**config.mk**
```make
export PLATFORM = sky130hd
export DESIGN_NAME = psgn_regs
export DESIGN_NICKNAME = d
export VERILOG_FILES = /design/src/psgn_pkg.sv /design/src/psgn_path_sum.sv /design/src/psgn_regs.sv
export VERILOG_INCLUDE_DIRS = /design/src /design/src/src
export SDC_FILE = /design/constraint.sdc
export NUM_CORES = 1
export LEC_CHECK = 0
export BUFFER_PORTS_ARGS = -buffer_cell sky130_fd_sc_hd__buf_2
export CAP_MARGIN = 5
export CORE_AREA = 4 4 365 367
export DETAILED_ROUTE_END_ITERATION = 7
export DIE_AREA = 0 0 369 371
export PLACE_DENSITY_LB_ADDON = 0.12
export SETUP_SLACK_MARGIN = 0.02
export SYNTH_ARGS = -nofsm -noshare
export SYNTH_HDL_FRONTEND = slang
export SYNTH_HIERARCHICAL = 1
export SYNTH_SLANG_ARGS = --single-unit
export TNS_END_PERCENT = 50
```
**constraint.sdc**
```tcl
create_clock -name clk -period 2.3 [get_ports clk]
set_input_delay 0.46 -clock clk [delete_from_list [all_inputs] [get_ports clk]]
set_output_delay 0.46 -clock clk [all_outputs]
set_load 0.05 [all_outputs]
```
**src/psgn_consts.svh**
```systemverilog
// Register offsets, field positions and reset values of the sign and configuration bank
`ifndef PSGN_CONSTS_SVH
`define PSGN_CONSTS_SVH
`define PSGN_ADDR_W 16
`define PSGN_OFF_SIGN 16'he617
`define PSGN_OFF_CFG 16'he618
`define PSGN_SIGN_RST 16'h0000
`define PSGN_CFG_RST 16'h0010
`define PSGN_CFG_WMASK 16'h003b
`define PSGN_BIT_ASIGN 0
`define PSGN_BIT_SUM1 3
`define PSGN_BIT_RSIGN 4
`define PSGN_BIT_SUM2 7
`define PSGN_BIT_SUM3 8
`define PSGN_CFG_PIN_LO 0
`define PSGN_CFG_SWAP 3
`define PSGN_CFG_HPF 4
`define PSGN_CFG_LPF 5
`define PSGN_SETTLE_SHORT_MS 650
`define PSGN_SETTLE_LONG_MS 1300
`endif

```
**src/psgn_pkg.sv**
```systemverilog
// Types shared by the sign and configuration bank
package psgn_pkg;
  typedef enum logic [1:0]
  {
    PSGN_PIN_READY = 2'b00,
    PSGN_PIN_ZX_A = 2'b01,
    PSGN_PIN_ZX_B = 2'b10,
    PSGN_PIN_ZX_C = 2'b11
  } psgn_pin_sel_t;
endpackage

```
**src/psgn_path_sum.sv**
```systemverilog
// Signed sum of selected phase powers for one pulse-output datapath
`timescale 1ns/10ps
module psgn_path_sum #(
  parameter int PW = 32
) (
  // Clock and reset
  input wire logic clk,
  input wire logic rst_n,
  // Phase powers of the type chosen for this path
  input wire logic signed [PW-1:0] pwr_a,
  input wire logic signed [PW-1:0] pwr_b,
  input wire logic signed [PW-1:0] pwr_c,
  input wire logic [2:0] phase_select,
  // Result
  output logic sum_negative
);
  if (PW < 2)
  begin : g_bad_pw
    $error("psgn_path_sum: PW must be at least 2");
  end

  logic signed [PW+1:0] sum_nxt;

  always_comb
  begin
    sum_nxt = '0;
    if (phase_select[0])
      sum_nxt = sum_nxt + (PW+2)'(pwr_a);
    if (phase_select[1])
      sum_nxt = sum_nxt + (PW+2)'(pwr_b);
    if (phase_select[2])
      sum_nxt = sum_nxt + (PW+2)'(pwr_c);
  end

  // Extra two bits keep three-way sums from wrapping
  always_ff @(posedge clk or negedge rst_n)
  begin
    if (!rst_n)
      sum_negative <= 1'b0;
    else
      sum_negative <= sum_nxt[PW+1];
  end
endmodule // psgn_path_sum

```
**src/psgn_regs.sv**
```systemverilog
// Power sign flags and general configuration register bank
// What this block does
// - Sign bits 0..2 show phase A/B/C active power negative, total or fundamental.
// - Sign bits 4..6 show phase A/B/C reactive power negative, total or fundamental.
// - Sign bit 3 shows the first pulse path sum negative.
// - Sign bit 7 shows the second pulse path sum negative.
// - Sign bit 8 shows the third pulse path sum negative.
// - Sign bits 15..9 always read zero.
// - Configuration bit 2 always reads zero and does nothing.
// - Config bits 1:0 pick sample-ready or zero-crossing A/B/C for the indicator pin.
// - Config bit 3 swaps voltage and current channel outputs of A, B, C, N.
// - Config bit 4, reset 1, enables all high-pass filters.
// - Config bit 5 chooses active-power low-pass settling time.
// - Settling is 650 ms when clear, 1300 ms when set.
`include "psgn_consts.svh"
`timescale 1ns/10ps
module psgn_regs
  import psgn_pkg::*;
#(
  parameter int PW = 32,
  parameter int SW = 24
) (
  // Clock and reset
  input wire logic clk,
  input wire logic rst_n,
  // Register port
  input wire logic [`PSGN_ADDR_W-1:0] reg_addr,
  input wire logic [15:0] reg_wdata,
  input wire logic reg_wr,
  input wire logic reg_rd,
  output logic [15:0] reg_rdata,
  // Power source selects and path selects
  input wire logic active_power_source_select,
  input wire logic reactive_power_source_select,
  input wire logic [2:0] path1_phase_select,
  input wire logic [2:0] path2_phase_select,
  input wire logic [2:0] path3_phase_select,
  input wire logic [2:0] path1_power_type,
  input wire logic [2:0] path2_power_type,
  input wire logic [2:0] path3_power_type,
  // Per-phase powers: total and fundamental active, reactive, apparent
  input wire logic signed [PW-1:0] act_tot_a,
  input wire logic signed [PW-1:0] act_tot_b,
  input wire logic signed [PW-1:0] act_tot_c,
  input wire logic signed [PW-1:0] act_fun_a,
  input wire logic signed [PW-1:0] act_fun_b,
  input wire logic signed [PW-1:0] act_fun_c,
  input wire logic signed [PW-1:0] rea_tot_a,
  input wire logic signed [PW-1:0] rea_tot_b,
  input wire logic signed [PW-1:0] rea_tot_c,
  input wire logic signed [PW-1:0] rea_fun_a,
  input wire logic signed [PW-1:0] rea_fun_b,
  input wire logic signed [PW-1:0] rea_fun_c,
  input wire logic signed [PW-1:0] app_a,
  input wire logic signed [PW-1:0] app_b,
  input wire logic signed [PW-1:0] app_c,
  // Indicator pin sources
  input wire logic sample_ready_signal,
  input wire logic [2:0] zero_crossing_signal,
  output logic indicator_pin,
  // Channel samples in and out
  input wire logic [SW-1:0] v_in_a,
  input wire logic [SW-1:0] v_in_b,
  input wire logic [SW-1:0] v_in_c,
  input wire logic [SW-1:0] v_in_n,
  input wire logic [SW-1:0] i_in_a,
  input wire logic [SW-1:0] i_in_b,
  input wire logic [SW-1:0] i_in_c,
  input wire logic [SW-1:0] i_in_n,
  output logic [SW-1:0] v_out_a,
  output logic [SW-1:0] v_out_b,
  output logic [SW-1:0] v_out_c,
  output logic [SW-1:0] v_out_n,
  output logic [SW-1:0] i_out_a,
  output logic [SW-1:0] i_out_b,
  output logic [SW-1:0] i_out_c,
  output logic [SW-1:0] i_out_n,
  // Filter controls
  output logic highpass_enable,
  output logic lowpass_settling_select,
  output logic [10:0] lowpass_settling_ms
);
  // Elaboration stops on widths the sign taps cannot serve
  if (PW < 2 || SW < 1)
  begin : g_bad_param
    $error("psgn_regs: PW must be at least 2 and SW at least 1");
  end

  logic [15:0] cfg_r;
  logic [8:0] sign_r;
  logic [8:0] sign_nxt;
  logic [2:0] sum_neg;
  logic signed [PW-1:0] act_sel [3];
  logic signed [PW-1:0] rea_sel [3];
  logic signed [PW-1:0] path_pwr [3][3];
  logic [2:0] path_type [3];
  logic [2:0] path_phase [3];
  psgn_pin_sel_t pin_sel;

  always_comb
  begin
    // Source selects pick total or fundamental
    act_sel[0] = active_power_source_select ? act_fun_a : act_tot_a;
    act_sel[1] = active_power_source_select ? act_fun_b : act_tot_b;
    act_sel[2] = active_power_source_select ? act_fun_c : act_tot_c;
    rea_sel[0] = reactive_power_source_select ? rea_fun_a : rea_tot_a;
    rea_sel[1] = reactive_power_source_select ? rea_fun_b : rea_tot_b;
    rea_sel[2] = reactive_power_source_select ? rea_fun_c : rea_tot_c;
  end

  assign path_type[0] = path1_power_type;
  assign path_type[1] = path2_power_type;
  assign path_type[2] = path3_power_type;
  assign path_phase[0] = path1_phase_select;
  assign path_phase[1] = path2_phase_select;
  assign path_phase[2] = path3_phase_select;

  // Reserved power types feed zero, so such a path reads positive
  always_comb
  begin
    for (int p = 0; p < 3; p++)
    begin
      unique case (path_type[p])
        3'h0:
        begin
          path_pwr[p][0] = act_tot_a;
          path_pwr[p][1] = act_tot_b;
          path_pwr[p][2] = act_tot_c;
        end
        3'h1:
        begin
          path_pwr[p][0] = rea_tot_a;
          path_pwr[p][1] = rea_tot_b;
          path_pwr[p][2] = rea_tot_c;
        end
        3'h2:
        begin
          path_pwr[p][0] = app_a;
          path_pwr[p][1] = app_b;
          path_pwr[p][2] = app_c;
        end
        3'h3:
        begin
          path_pwr[p][0] = act_fun_a;
          path_pwr[p][1] = act_fun_b;
          path_pwr[p][2] = act_fun_c;
        end
        3'h4:
        begin
          path_pwr[p][0] = rea_fun_a;
          path_pwr[p][1] = rea_fun_b;
          path_pwr[p][2] = rea_fun_c;
        end
        default:
        begin
          path_pwr[p][0] = '0;
          path_pwr[p][1] = '0;
          path_pwr[p][2] = '0;
        end
      endcase
    end
  end

  // One summer per pulse datapath
  for (genvar g = 0; g < 3; g++)
  begin : g_path
    psgn_path_sum #(
      .PW(PW)
    ) u_sum (
      .clk(clk),
      .rst_n(rst_n),
      .pwr_a(path_pwr[g][0]),
      .pwr_b(path_pwr[g][1]),
      .pwr_c(path_pwr[g][2]),
      .phase_select(path_phase[g]),
      .sum_negative(sum_neg[g])
    );
  end

  always_comb
  begin
    sign_nxt = '0;
    for (int k = 0; k < 3; k++)
    begin
      sign_nxt[`PSGN_BIT_ASIGN + k] = act_sel[k][PW-1];
      sign_nxt[`PSGN_BIT_RSIGN + k] = rea_sel[k][PW-1];
    end
    sign_nxt[`PSGN_BIT_SUM1] = sum_neg[0];
    sign_nxt[`PSGN_BIT_SUM2] = sum_neg[1];
    sign_nxt[`PSGN_BIT_SUM3] = sum_neg[2];
  end

  // Hardware owns every sign bit; the bus cannot reach them
  always_ff @(posedge clk or negedge rst_n)
  begin
    if (!rst_n)
      sign_r <= 9'(`PSGN_SIGN_RST);
    else
      sign_r <= sign_nxt;
  end

  // Only the in-scope bits are writable; bit 2 stays zero
  always_ff @(posedge clk or negedge rst_n)
  begin
    if (!rst_n)
      cfg_r <= `PSGN_CFG_RST;
    else if (reg_wr && reg_addr == `PSGN_OFF_CFG)
      cfg_r <= reg_wdata & `PSGN_CFG_WMASK;
  end

  // Unmapped reads return zero
  always_ff @(posedge clk or negedge rst_n)
  begin
    if (!rst_n)
      reg_rdata <= 16'h0000;
    else if (reg_rd && reg_addr == `PSGN_OFF_SIGN)
      reg_rdata <= {7'h00, sign_r};
    else if (reg_rd && reg_addr == `PSGN_OFF_CFG)
      reg_rdata <= cfg_r;
    else
      reg_rdata <= 16'h0000;
  end

  assign pin_sel = psgn_pin_sel_t'(cfg_r[`PSGN_CFG_PIN_LO +: 2]);

  always_comb
  begin
    unique case (pin_sel)
      PSGN_PIN_READY: indicator_pin = sample_ready_signal;
      PSGN_PIN_ZX_A: indicator_pin = zero_crossing_signal[0];
      PSGN_PIN_ZX_B: indicator_pin = zero_crossing_signal[1];
      PSGN_PIN_ZX_C: indicator_pin = zero_crossing_signal[2];
    endcase
  end

  // Registered so channel data stays a flop output; both paths take one cycle, swapped or not
  always_ff @(posedge clk or negedge rst_n)
  begin
    if (!rst_n)
    begin
      v_out_a <= '0;
      v_out_b <= '0;
      v_out_c <= '0;
      v_out_n <= '0;
      i_out_a <= '0;
      i_out_b <= '0;
      i_out_c <= '0;
      i_out_n <= '0;
    end
    else if (cfg_r[`PSGN_CFG_SWAP])
    begin
      v_out_a <= i_in_a;
      v_out_b <= i_in_b;
      v_out_c <= i_in_c;
      v_out_n <= i_in_n;
      i_out_a <= v_in_a;
      i_out_b <= v_in_b;
      i_out_c <= v_in_c;
      i_out_n <= v_in_n;
    end
    else
    begin
      v_out_a <= v_in_a;
      v_out_b <= v_in_b;
      v_out_c <= v_in_c;
      v_out_n <= v_in_n;
      i_out_a <= i_in_a;
      i_out_b <= i_in_b;
      i_out_c <= i_in_c;
      i_out_n <= i_in_n;
    end
  end

  assign highpass_enable = cfg_r[`PSGN_CFG_HPF];
  assign lowpass_settling_select = cfg_r[`PSGN_CFG_LPF];
  assign lowpass_settling_ms = cfg_r[`PSGN_CFG_LPF] ? 11'(`PSGN_SETTLE_LONG_MS) : 11'(`PSGN_SETTLE_SHORT_MS);

  a_sign_ro: assert property (@(posedge clk) disable iff (!rst_n)
    reg_wr && reg_addr == `PSGN_OFF_SIGN |=> sign_r == $past(sign_nxt))
    else $error("sign register changed by host write");
  a_sign_upper: assert property (@(posedge clk) disable iff (!rst_n)
    $past(reg_rd) && $past(reg_addr) == `PSGN_OFF_SIGN |-> reg_rdata[15:9] == 7'h00)
    else $error("sign upper bits not zero");
  a_act_sign: assert property (@(posedge clk) disable iff (!rst_n)
    ##1 sign_r[0] == $past(active_power_source_select ? act_fun_a[PW-1] : act_tot_a[PW-1]))
    else $error("phase A active sign wrong");
  a_rea_sign: assert property (@(posedge clk) disable iff (!rst_n)
    ##1 sign_r[6] == $past(reactive_power_source_select ? rea_fun_c[PW-1] : rea_tot_c[PW-1]))
    else $error("phase C reactive sign wrong");
  a_sum1_sign: assert property (@(posedge clk) disable iff (!rst_n)
    path1_power_type == 3'h0 && path1_phase_select == 3'b001 |=> ##1 sign_r[3] == $past(act_tot_a[PW-1], 2))
    else $error("path 1 sum sign wrong");
  a_sum2_sign: assert property (@(posedge clk) disable iff (!rst_n)
    path2_phase_select == 3'b000 |=> ##1 !sign_r[7])
    else $error("empty path 2 sum not positive");
  a_sum3_sign: assert property (@(posedge clk) disable iff (!rst_n)
    path3_power_type == 3'h2 && path3_phase_select == 3'b100 |=> ##1 sign_r[8] == $past(app_c[PW-1], 2))
    else $error("path 3 sum sign wrong");
  a_cfg_bit2: assert property (@(posedge clk) disable iff (!rst_n)
    $past(reg_rd) && $past(reg_addr) == `PSGN_OFF_CFG |-> !reg_rdata[2])
    else $error("config bit 2 not zero");
  a_pin_route: assert property (@(posedge clk) disable iff (!rst_n)
    cfg_r[1:0] == 2'b10 |-> indicator_pin == zero_crossing_signal[1])
    else $error("indicator pin source wrong");
  a_swap_path: assert property (@(posedge clk) disable iff (!rst_n)
    cfg_r[3] |=> v_out_b == $past(i_in_b) && i_out_n == $past(v_in_n))
    else $error("channel swap wrong");
  a_hpf_write: assert property (@(posedge clk) disable iff (!rst_n)
    reg_wr && reg_addr == `PSGN_OFF_CFG |=> highpass_enable == $past(reg_wdata[4]))
    else $error("high-pass enable not written");
  a_lpf_time: assert property (@(posedge clk) disable iff (!rst_n)
    reg_wr && reg_addr == `PSGN_OFF_CFG |=> lowpass_settling_ms == ($past(reg_wdata[5]) ? 11'd1300 : 11'd650))
    else $error("settling time wrong");
  c_swap_on: cover property (@(posedge clk) disable iff (!rst_n) reg_wr && reg_addr == `PSGN_OFF_CFG && reg_wdata[3]);
  c_sign_read: cover property (@(posedge clk) disable iff (!rst_n) reg_rd && reg_addr == `PSGN_OFF_SIGN && sign_r != 9'h000);
  c_zx_c: cover property (@(posedge clk) disable iff (!rst_n) pin_sel == PSGN_PIN_ZX_C);
endmodule // psgn_regs

```
==> results of run 1 <==
==> worst min path at each step <==
| stage | start | endpoint | depth (start not counted) |
|---|---|---|---|
| after detailed placement | g_path[2].u_sum/sum_negative | sign_r[8] | 0 |
| after global routing | reg_wdata[4] | cfg_r[4] | 2 |
| after CTS | reg_wdata[4] | cfg_r[4] | 2 |
| final | reg_wdata[4] | cfg_r[4] | 2 |
| after floorplan | rst_n | cfg_r[0] | 0 |
| after global placement | g_path[2].u_sum/sum_negative | sign_r[8] | 0 |
==> kinds of logic (layout without fill, tap and decap cells) <==
family	count (synthesis)	in the layout	share of synthesized area (%)
adders and majority gates	183	183	8.16
and+or+nand+nor	689	689	12.2
xor gates and xnor gates	105	105	3.27
DFF	218	218	19.4
other	1	32	0.0133
buffers and inverters	374	2071	6.05
muxes	555	555	21.5
AOI/OAI and AO/OA	1205	1205	29.4
==> routing by layer <==
metal	routed length (um)	vias to the layer above
li1	-	16200
met2	91300	1498
met1	82000	17500
met5	230	-
met3	13400	238
met4	4500	36
==> cell usage after synthesis (25+ instances only) <==
| library cell | instances | share of area, % |
|---|---|---|
| mux2_2 | 354 | 14 |
| a22oi_1 | 286 | 7.6 |
| dfrtp_1 | 217 | 19 |
| nand2_1 | 207 | 2.8 |
| a21oi_1 | 206 | 3.7 |
| clkbuf_1 | 205 | 2.7 |
| mux2i_1 | 193 | 6.9 |
| o22ai_1 | 192 | 4.3 |
| o21ai_0 | 176 | 3.1 |
| ha_1 | 174 | 7.7 |
| nor2_1 | 170 | 2.3 |
| a221o_1 | 94 | 3.3 |
| and2_1 | 79 | 1.8 |
| a21o_1 | 69 | 1.8 |
| xnor2_1 | 69 | 2.1 |
| inv_1 | 56 | 0.75 |
| nand4_1 | 44 | 0.98 |
| buf_1 | 36 | 0.48 |
| xor2_1 | 36 | 1.1 |
| nor3_1 | 32 | 0.57 |
| nor2b_1 | 30 | 0.67 |
| buf_2 | 29 | 0.52 |
| nand3_1 | 26 | 0.46 |
| nand2b_1 | 25 | 0.56 |
==> metrics by stage <==
stage | cell area (um^2) | TNS (ps) | hold WS [ps] | setup slack, ps | total power [mW]
2_1_floorplan | 28700 | -8460 | 164 | -2830 | 8.84
3_3_place_gp | 41800 | -11460 | 336 | -3880 | 13.7
3_5_place_dp | 41800 | -11370 | 336 | -3850 | 13.7
4_1_cts | 43900 | -8140 | 63.9 | -2720 | 18.5
5_1_grt | 44600 | -8690 | 92.5 | -2900 | 19.5
6_report | 44700 | -8140 | 103 | -2750 | 18.5
==> cell type report <==
type | count | area [um^2] | share of cell area [%]
clock buffer | 37 | 722 | 1.62
tap | 1742 | 2180 | 4.88
antenna | 22 | 55.1 | 0.123
inverter | 57 | 215 | 0.482
clock inverter | 9 | 148 | 0.331
sequential | 218 | 5460 | 12.2
timing repair buffer | 1968 | 13500 | 30.3
multi-input combinational | 2747 | 22300 | 50.0
==> cell usage in the layout, fill, tap and decap left out, types with 154 or more instances in the layout <==
cell type and count:
a21oi_1 185, a22oi_1 277, buf_2 922, buf_4 936
dfrtp_1 216, ha_1 154, mux2_2 349, mux2i_1 193
nand2_1 200, nor2_1 164, o22ai_1 173
==> power breakdown <==
group | switching, mW | internal, mW
combinational | 5.66 | 4.42
clock | 1.77 | 2.54
sequential | 0.0768 | 4.04
==> worst reg2reg max path, cell delays in order (launching register included) <==
cell	delay (ps)
dfrtp_4	810
buf_12	340
mux2_2	410
==> registers in the layout, indices dropped and copies added (netlist names) <==
signal and count:
v_out_b 24, v_out_n 24, g_path.u_sum/sum_negative 3, sign_r 9, i_out_b 24, i_out_n 24, v_out_c 24, i_out_a 24
v_out_a 24, cfg_r 5, reg_rdata 9, i_out_c 24
==> what timing repair did <==
item | in CTS | in global routing
endpoints found under the hold margin | 47 | 0
pin swaps | 85 | 59
setup buffers | 37 | 11
gates resized for setup | 186 | 102
setup endpoints to repair | 3 | 3
gates cloned | 3 | 4
hold buffers | 1 | 0
==> results by group, run 1 <==
Setup path
  – Crit-path leading delay family: compound AO/OA/AOI/OAI gates
  – CP Max Fanout: 6
  – Worst Setup SP: path3_power_type[0]
  – R2r endpoint: v_out_n[6]
  – Slowest cell on the critical path: or4_1
  – Crit path depth: 27
  – Worst setup EP type: flop
  – CP arrival: around 5500 ps
  – Buf+Inv Stages, Crit Path: 7
  – CP peak stage delay: roughly 440 ps
  – FF-to-FF path depth: 2
  – CP most frequent cell: buf_4
  – Crit Reg-Reg Startpoint: cfg_r[3]
  – CP endpoint: g_path[2].u_sum/sum_negative
  – Setup Crit Path Kind: primary input to flop
  – Crit path required time: around 2800 ps
  – Flop-to-flop setup slack: about 600 ps
  – Crit start category: primary input

Routing
  – Post-DRT Antenna Nets: 0
  – Via count: 35,500
  – DR DRC count: 0
  – Pre-antenna DRT Iters: 6
  – Starting DRT DRC Count: about 2,800
  – Vias per cell: roughly 5.2
  – Drt wl/cell: between 20 and 30 um
  – Final wirelength: about 190,000 um

Clocking
  – Root Buffer: clkbuf_16
  – Clock transition at path regs: ~80 ps
  – Total clock sinks: between 200 and 250
  – Max Buffers Root-to-Sink: 3
  – Clock latency on the worst-skew pair: between 500 and 600 ps
  – TritonCTS Buffers: 26
  – H-tree Lvls: 1
  – CTS tree: yes

Timing
  – Setup violators final: 3
  – Final worst slack: -2750 ps
  – Slew HR: between 50% and 60%
  – Slew @ Worst Pin: a little over 700 ps
  – Final period util: 220%
  – Final Max Slew Viols: 0
  – Fin. Hold Viols: 0
  – Clock Skew: between 20 and 30 ps
  – Highest clock rate: 198 MHz
  – RSZ-0062 raised after global routing: true
  – Crit path time final: between 5000 and 6000 ps

Yosys
  – Mapped Cells: around 3,300
  – Synthesized flop and latch total: ~220
  – Fraction of registers with async set/reset: between 90% and 100%
  – Register area share after synthesis: between 10% and 20%
  – Yosys cell types: 81
  – Synth warn: 6
  – Syn avg cell area: between 8 and 9 um^2
  – Number of synthesized flops with an enable pin: 0
  – Mapped cell area: between 0.02 and 0.03 mm^2
  – Synth Flop Type: dfrtp_1

Finish
  – Area Growth Syn to Fin: 58.6%
  – Nets: 5,927
  – Post-Layout Cell Count: ~6,800
  – Fraction of layout cells with a size suffix above 1: a little over half
  – Fillers: 13,900
  – Final Core Density: 34.5%

Placed design
  – Placed Instances: about 6,700
  – IO Port Bufs: between 900 and 1,000
  – Post-DP HPWL: roughly 160,000 um
  – RD Place Congestion: between 0.9 and 1

Global routing
  – First-pass GRT wire length: 264,000 um
  – Remaining global-route overflow: 0
  – Initial antenna violation count: 62
  – GR Util met1: between 30 and 40%
  – Number of global-route vias before repair: roughly 35,000
  – Pin count of the biggest net entering global routing: 60
  – GRT Total Usage: a little over a quarter
  – GRT busiest layer: met2
  – Met3 usage: about 4.3%
  – GR Layer Usage met2: about 46%

Job
  – Max-cap violations: 0

Floorplanning
  – Die height: 371 um
  – Core ar.: ~0.13 mm^2
  – I/O pin cnt: around 950
  – # rows: between 100 and 150
  – Width of the die: approximately 370 um
  – Total die area: approximately 0.14 mm^2
  – Initial Utilization: about 22%

Outcome
  – Status: finished, violations left
  – Failing checks: negative setup slack

Power and ir drop
  – Pwr Density: just over 400 mW/mm^2
  – Peak supply drop: between 0.0004 and 0.0005 V
  – Leakage: approximately 21 nW

Min path
  – Worst min path class: primary input to flop
Power figures use the tool's default switching activity.
==> run 2: changes to the inputs <==
--- a/config.mk
+++ b/config.mk
@@ -8,9 +8,9 @@
 export LEC_CHECK = 0
 export BUFFER_PORTS_ARGS = -buffer_cell sky130_fd_sc_hd__buf_2
 export CAP_MARGIN = 5
-export CORE_AREA = 4 4 365 367
+export CORE_AREA = 2 2 373 375
 export DETAILED_ROUTE_END_ITERATION = 7
-export DIE_AREA = 0 0 369 371
+export DIE_AREA = 0 0 375 377
 export PLACE_DENSITY_LB_ADDON = 0.12
 export SETUP_SLACK_MARGIN = 0.02
 export SYNTH_ARGS = -nofsm -noshare
==> results by group, run 2 (synthesis gave the netlist of run 1 again) <==
Global routing
  – Pin count of the biggest net entering global routing: 54
  – GRT Total Usage: between 20 and 30%
  – Remaining global-route overflow: 0
  – GR Layer Usage met2: 44.1%
  – Initial antenna violation count: slightly below 80
  – First-pass GRT wire length: 266,000 um
  – GR Util met1: 33.5%
  – Met3 usage: between 3 and 4%
  – GRT busiest layer: met2
  – Number of global-route vias before repair: 34,900

Floorplanning
  – Initial Utilization: approximately a fifth
  – Width of the die: between 300 and 400 um
  – I/O pin cnt: around 950
  – # rows: 136
  – Die height: around 380 um
  – Core ar.: about 0.14 mm^2
  – Total die area: roughly 0.14 mm^2

Power and ir drop
  – Reg power frac: ~22%
  – Clock power frac: roughly 23%
  – Leakage: approximately 21 nW
  – Pwr Density: 414 mW/mm^2
  – Internal: approximately 11 mW
  – Peak supply drop: approximately 0.0005 V
  – Power share of the combinational group: between 50% and 60%
  – Psw: around 7.5 mW
  – Sw Share: about two fifths

Setup path
  – Crit Reg-Reg Startpoint: cfg_r[3]
  – Crit-path leading delay family: simple AND/OR/NAND/NOR gates
  – CP peak stage delay: ~550 ps
  – Crit path required time: 2750 ps
  – R2r endpoint: i_out_n[20]
  – CP most frequent cell: buf_4
  – CP arrival: 5570 ps
  – Slowest cell on the critical path: or4b_4
  – Flop-to-flop setup slack: 580 ps
  – Setup Crit Path Kind: primary input to flop
  – FF-to-FF path depth: 2
  – Buf+Inv Stages, Crit Path: 5
  – CP Max Fanout: 11
  – Worst setup EP type: flop
  – Crit start category: primary input

Clocking
  – CTS tree: yes
  – Total clock sinks: 218
  – TritonCTS Buffers: 25
  – Root Buffer: clkbuf_16
  – H-tree Lvls: 1
  – Max Buffers Root-to-Sink: 3
  – Clock transition at path regs: about 70 ps
  – Clock latency on the worst-skew pair: 560 ps

Routing
  – Post-DRT Antenna Nets: 0
  – Via count: roughly 35,000
  – DR DRC count: 0
  – Starting DRT DRC Count: 2,927
  – Vias per cell: 5.18
  – Final wirelength: just under 200,000 um
  – Drt wl/cell: roughly 28 um
  – Pre-antenna DRT Iters: 8

Timing
  – RSZ-0062 raised after global routing: true
  – Final worst slack: -2820 ps
  – Slew @ Worst Pin: roughly 800 ps
  – Final Max Slew Viols: 0
  – Slew HR: between 40% and 50%
  – Setup violators final: 3
  – WHS: 120 ps
  – Highest clock rate: 195 MHz
  – Final period util: 223%
  – Crit path time final: between 5000 and 6000 ps
  – Fin. Hold Viols: 0
  – Clock Skew: approximately 17 ps

Min path
  – Hold Startpoint: reg_wdata[4]
  – Worst min path class: primary input to flop
  – Worst Hold End: cfg_r[4]
  – Hold path depth: 2

Finish
  – Fraction of layout cells with a size suffix above 1: between 50 and 60%
  – Nets: a little under 6,000
  – Area Growth Syn to Fin: 58.1%
  – Final Core Density: between 30% and 40%
  – Most frequent cells in the layout: buf_4 (932), buf_2 (922), mux2_2 (350)
  – Most common cell after layout, fill and taps aside: buf_4

Outcome
  – Status: finished, violations left
  – Failing checks: negative setup slack

Job
  – Max-cap violations: 0

Placed design
  – IO Port Bufs: 932
  – RD Place Congestion: just under 1
  – Post-DP HPWL: around 160,000 um
## run 2: power by group through the flow
stage | Clock [mW] | Sequential (mW) | Combinational, mW
final | 4.17 | 4.12 | 10.1
after global routing | 4.45 | 4.13 | 10.8
after CTS | 4.30 | 4.12 | 9.72
after detailed placement | 0 | 4.19 | 9.57
after global placement | 0 | 4.19 | 9.61
after floorplan | 0 | 4.79 | 4.04
## run 2: how the worst max path moves through the flow
| stage | startpoint | end | slack [ps] | cells past startpoint |
|---|---|---|---|---|
| after global routing | path2_power_type[0] | g_path[1].u_sum/sum_negative | -2980 | 31 |
| final | path3_power_type[0] | g_path[2].u_sum/sum_negative | -2820 | 27 |
| after detailed placement | path2_power_type[0] | g_path[1].u_sum/sum_negative | -3850 | 26 |
| after global placement | path2_power_type[0] | g_path[1].u_sum/sum_negative | -3930 | 28 |
| after CTS | path1_power_type[2] | g_path[0].u_sum/sum_negative | -2910 | 29 |
| after floorplan | path2_power_type[2] | g_path[1].u_sum/sum_negative | -2830 | 30 |
## run 2: per-stage QoR
stage	instances	TNS, ps	power [mW]	worst slack, ps	cell area (um^2)
after floorplan	3339	-8460	8.84	-2830	28700
after global placement	6730	-11390	13.8	-3930	42000
after detailed placement	6730	-11370	13.8	-3850	42000
after CTS	6789	-8570	18.1	-2910	43200
after global routing	6835	-8870	19.4	-2980	44500
final	6841	-8360	18.4	-2820	44500
## run 2: timing repair
item | in CTS | in global routing
pin swaps | 35 | 113
hold endpoints to repair | 30 | 0
resized for setup | 68 | 193
hold buffers | 1 | 0
gates cloned | 0 | 6
setup endpoints to repair | 3 | 3
setup buffers | 13 | 30
## run 2: layout make-up
type	instances	area, um^2
fill	14700	92500
inverter	57	215
antenna	19	47.5
timing repair buffer	1960	13500
clock inverter	10	130
sequential	218	5460
multi-input combinational	2747	22200
clock buffer	36	707
tap	1794	2240
## run 2: per-layer routing
metal	part of all wire, %	vias up
li1	-	16200
met1	43	17400
met2	47	1557
met3	6.6	304
met4	3.5	48
met5	0.17	-
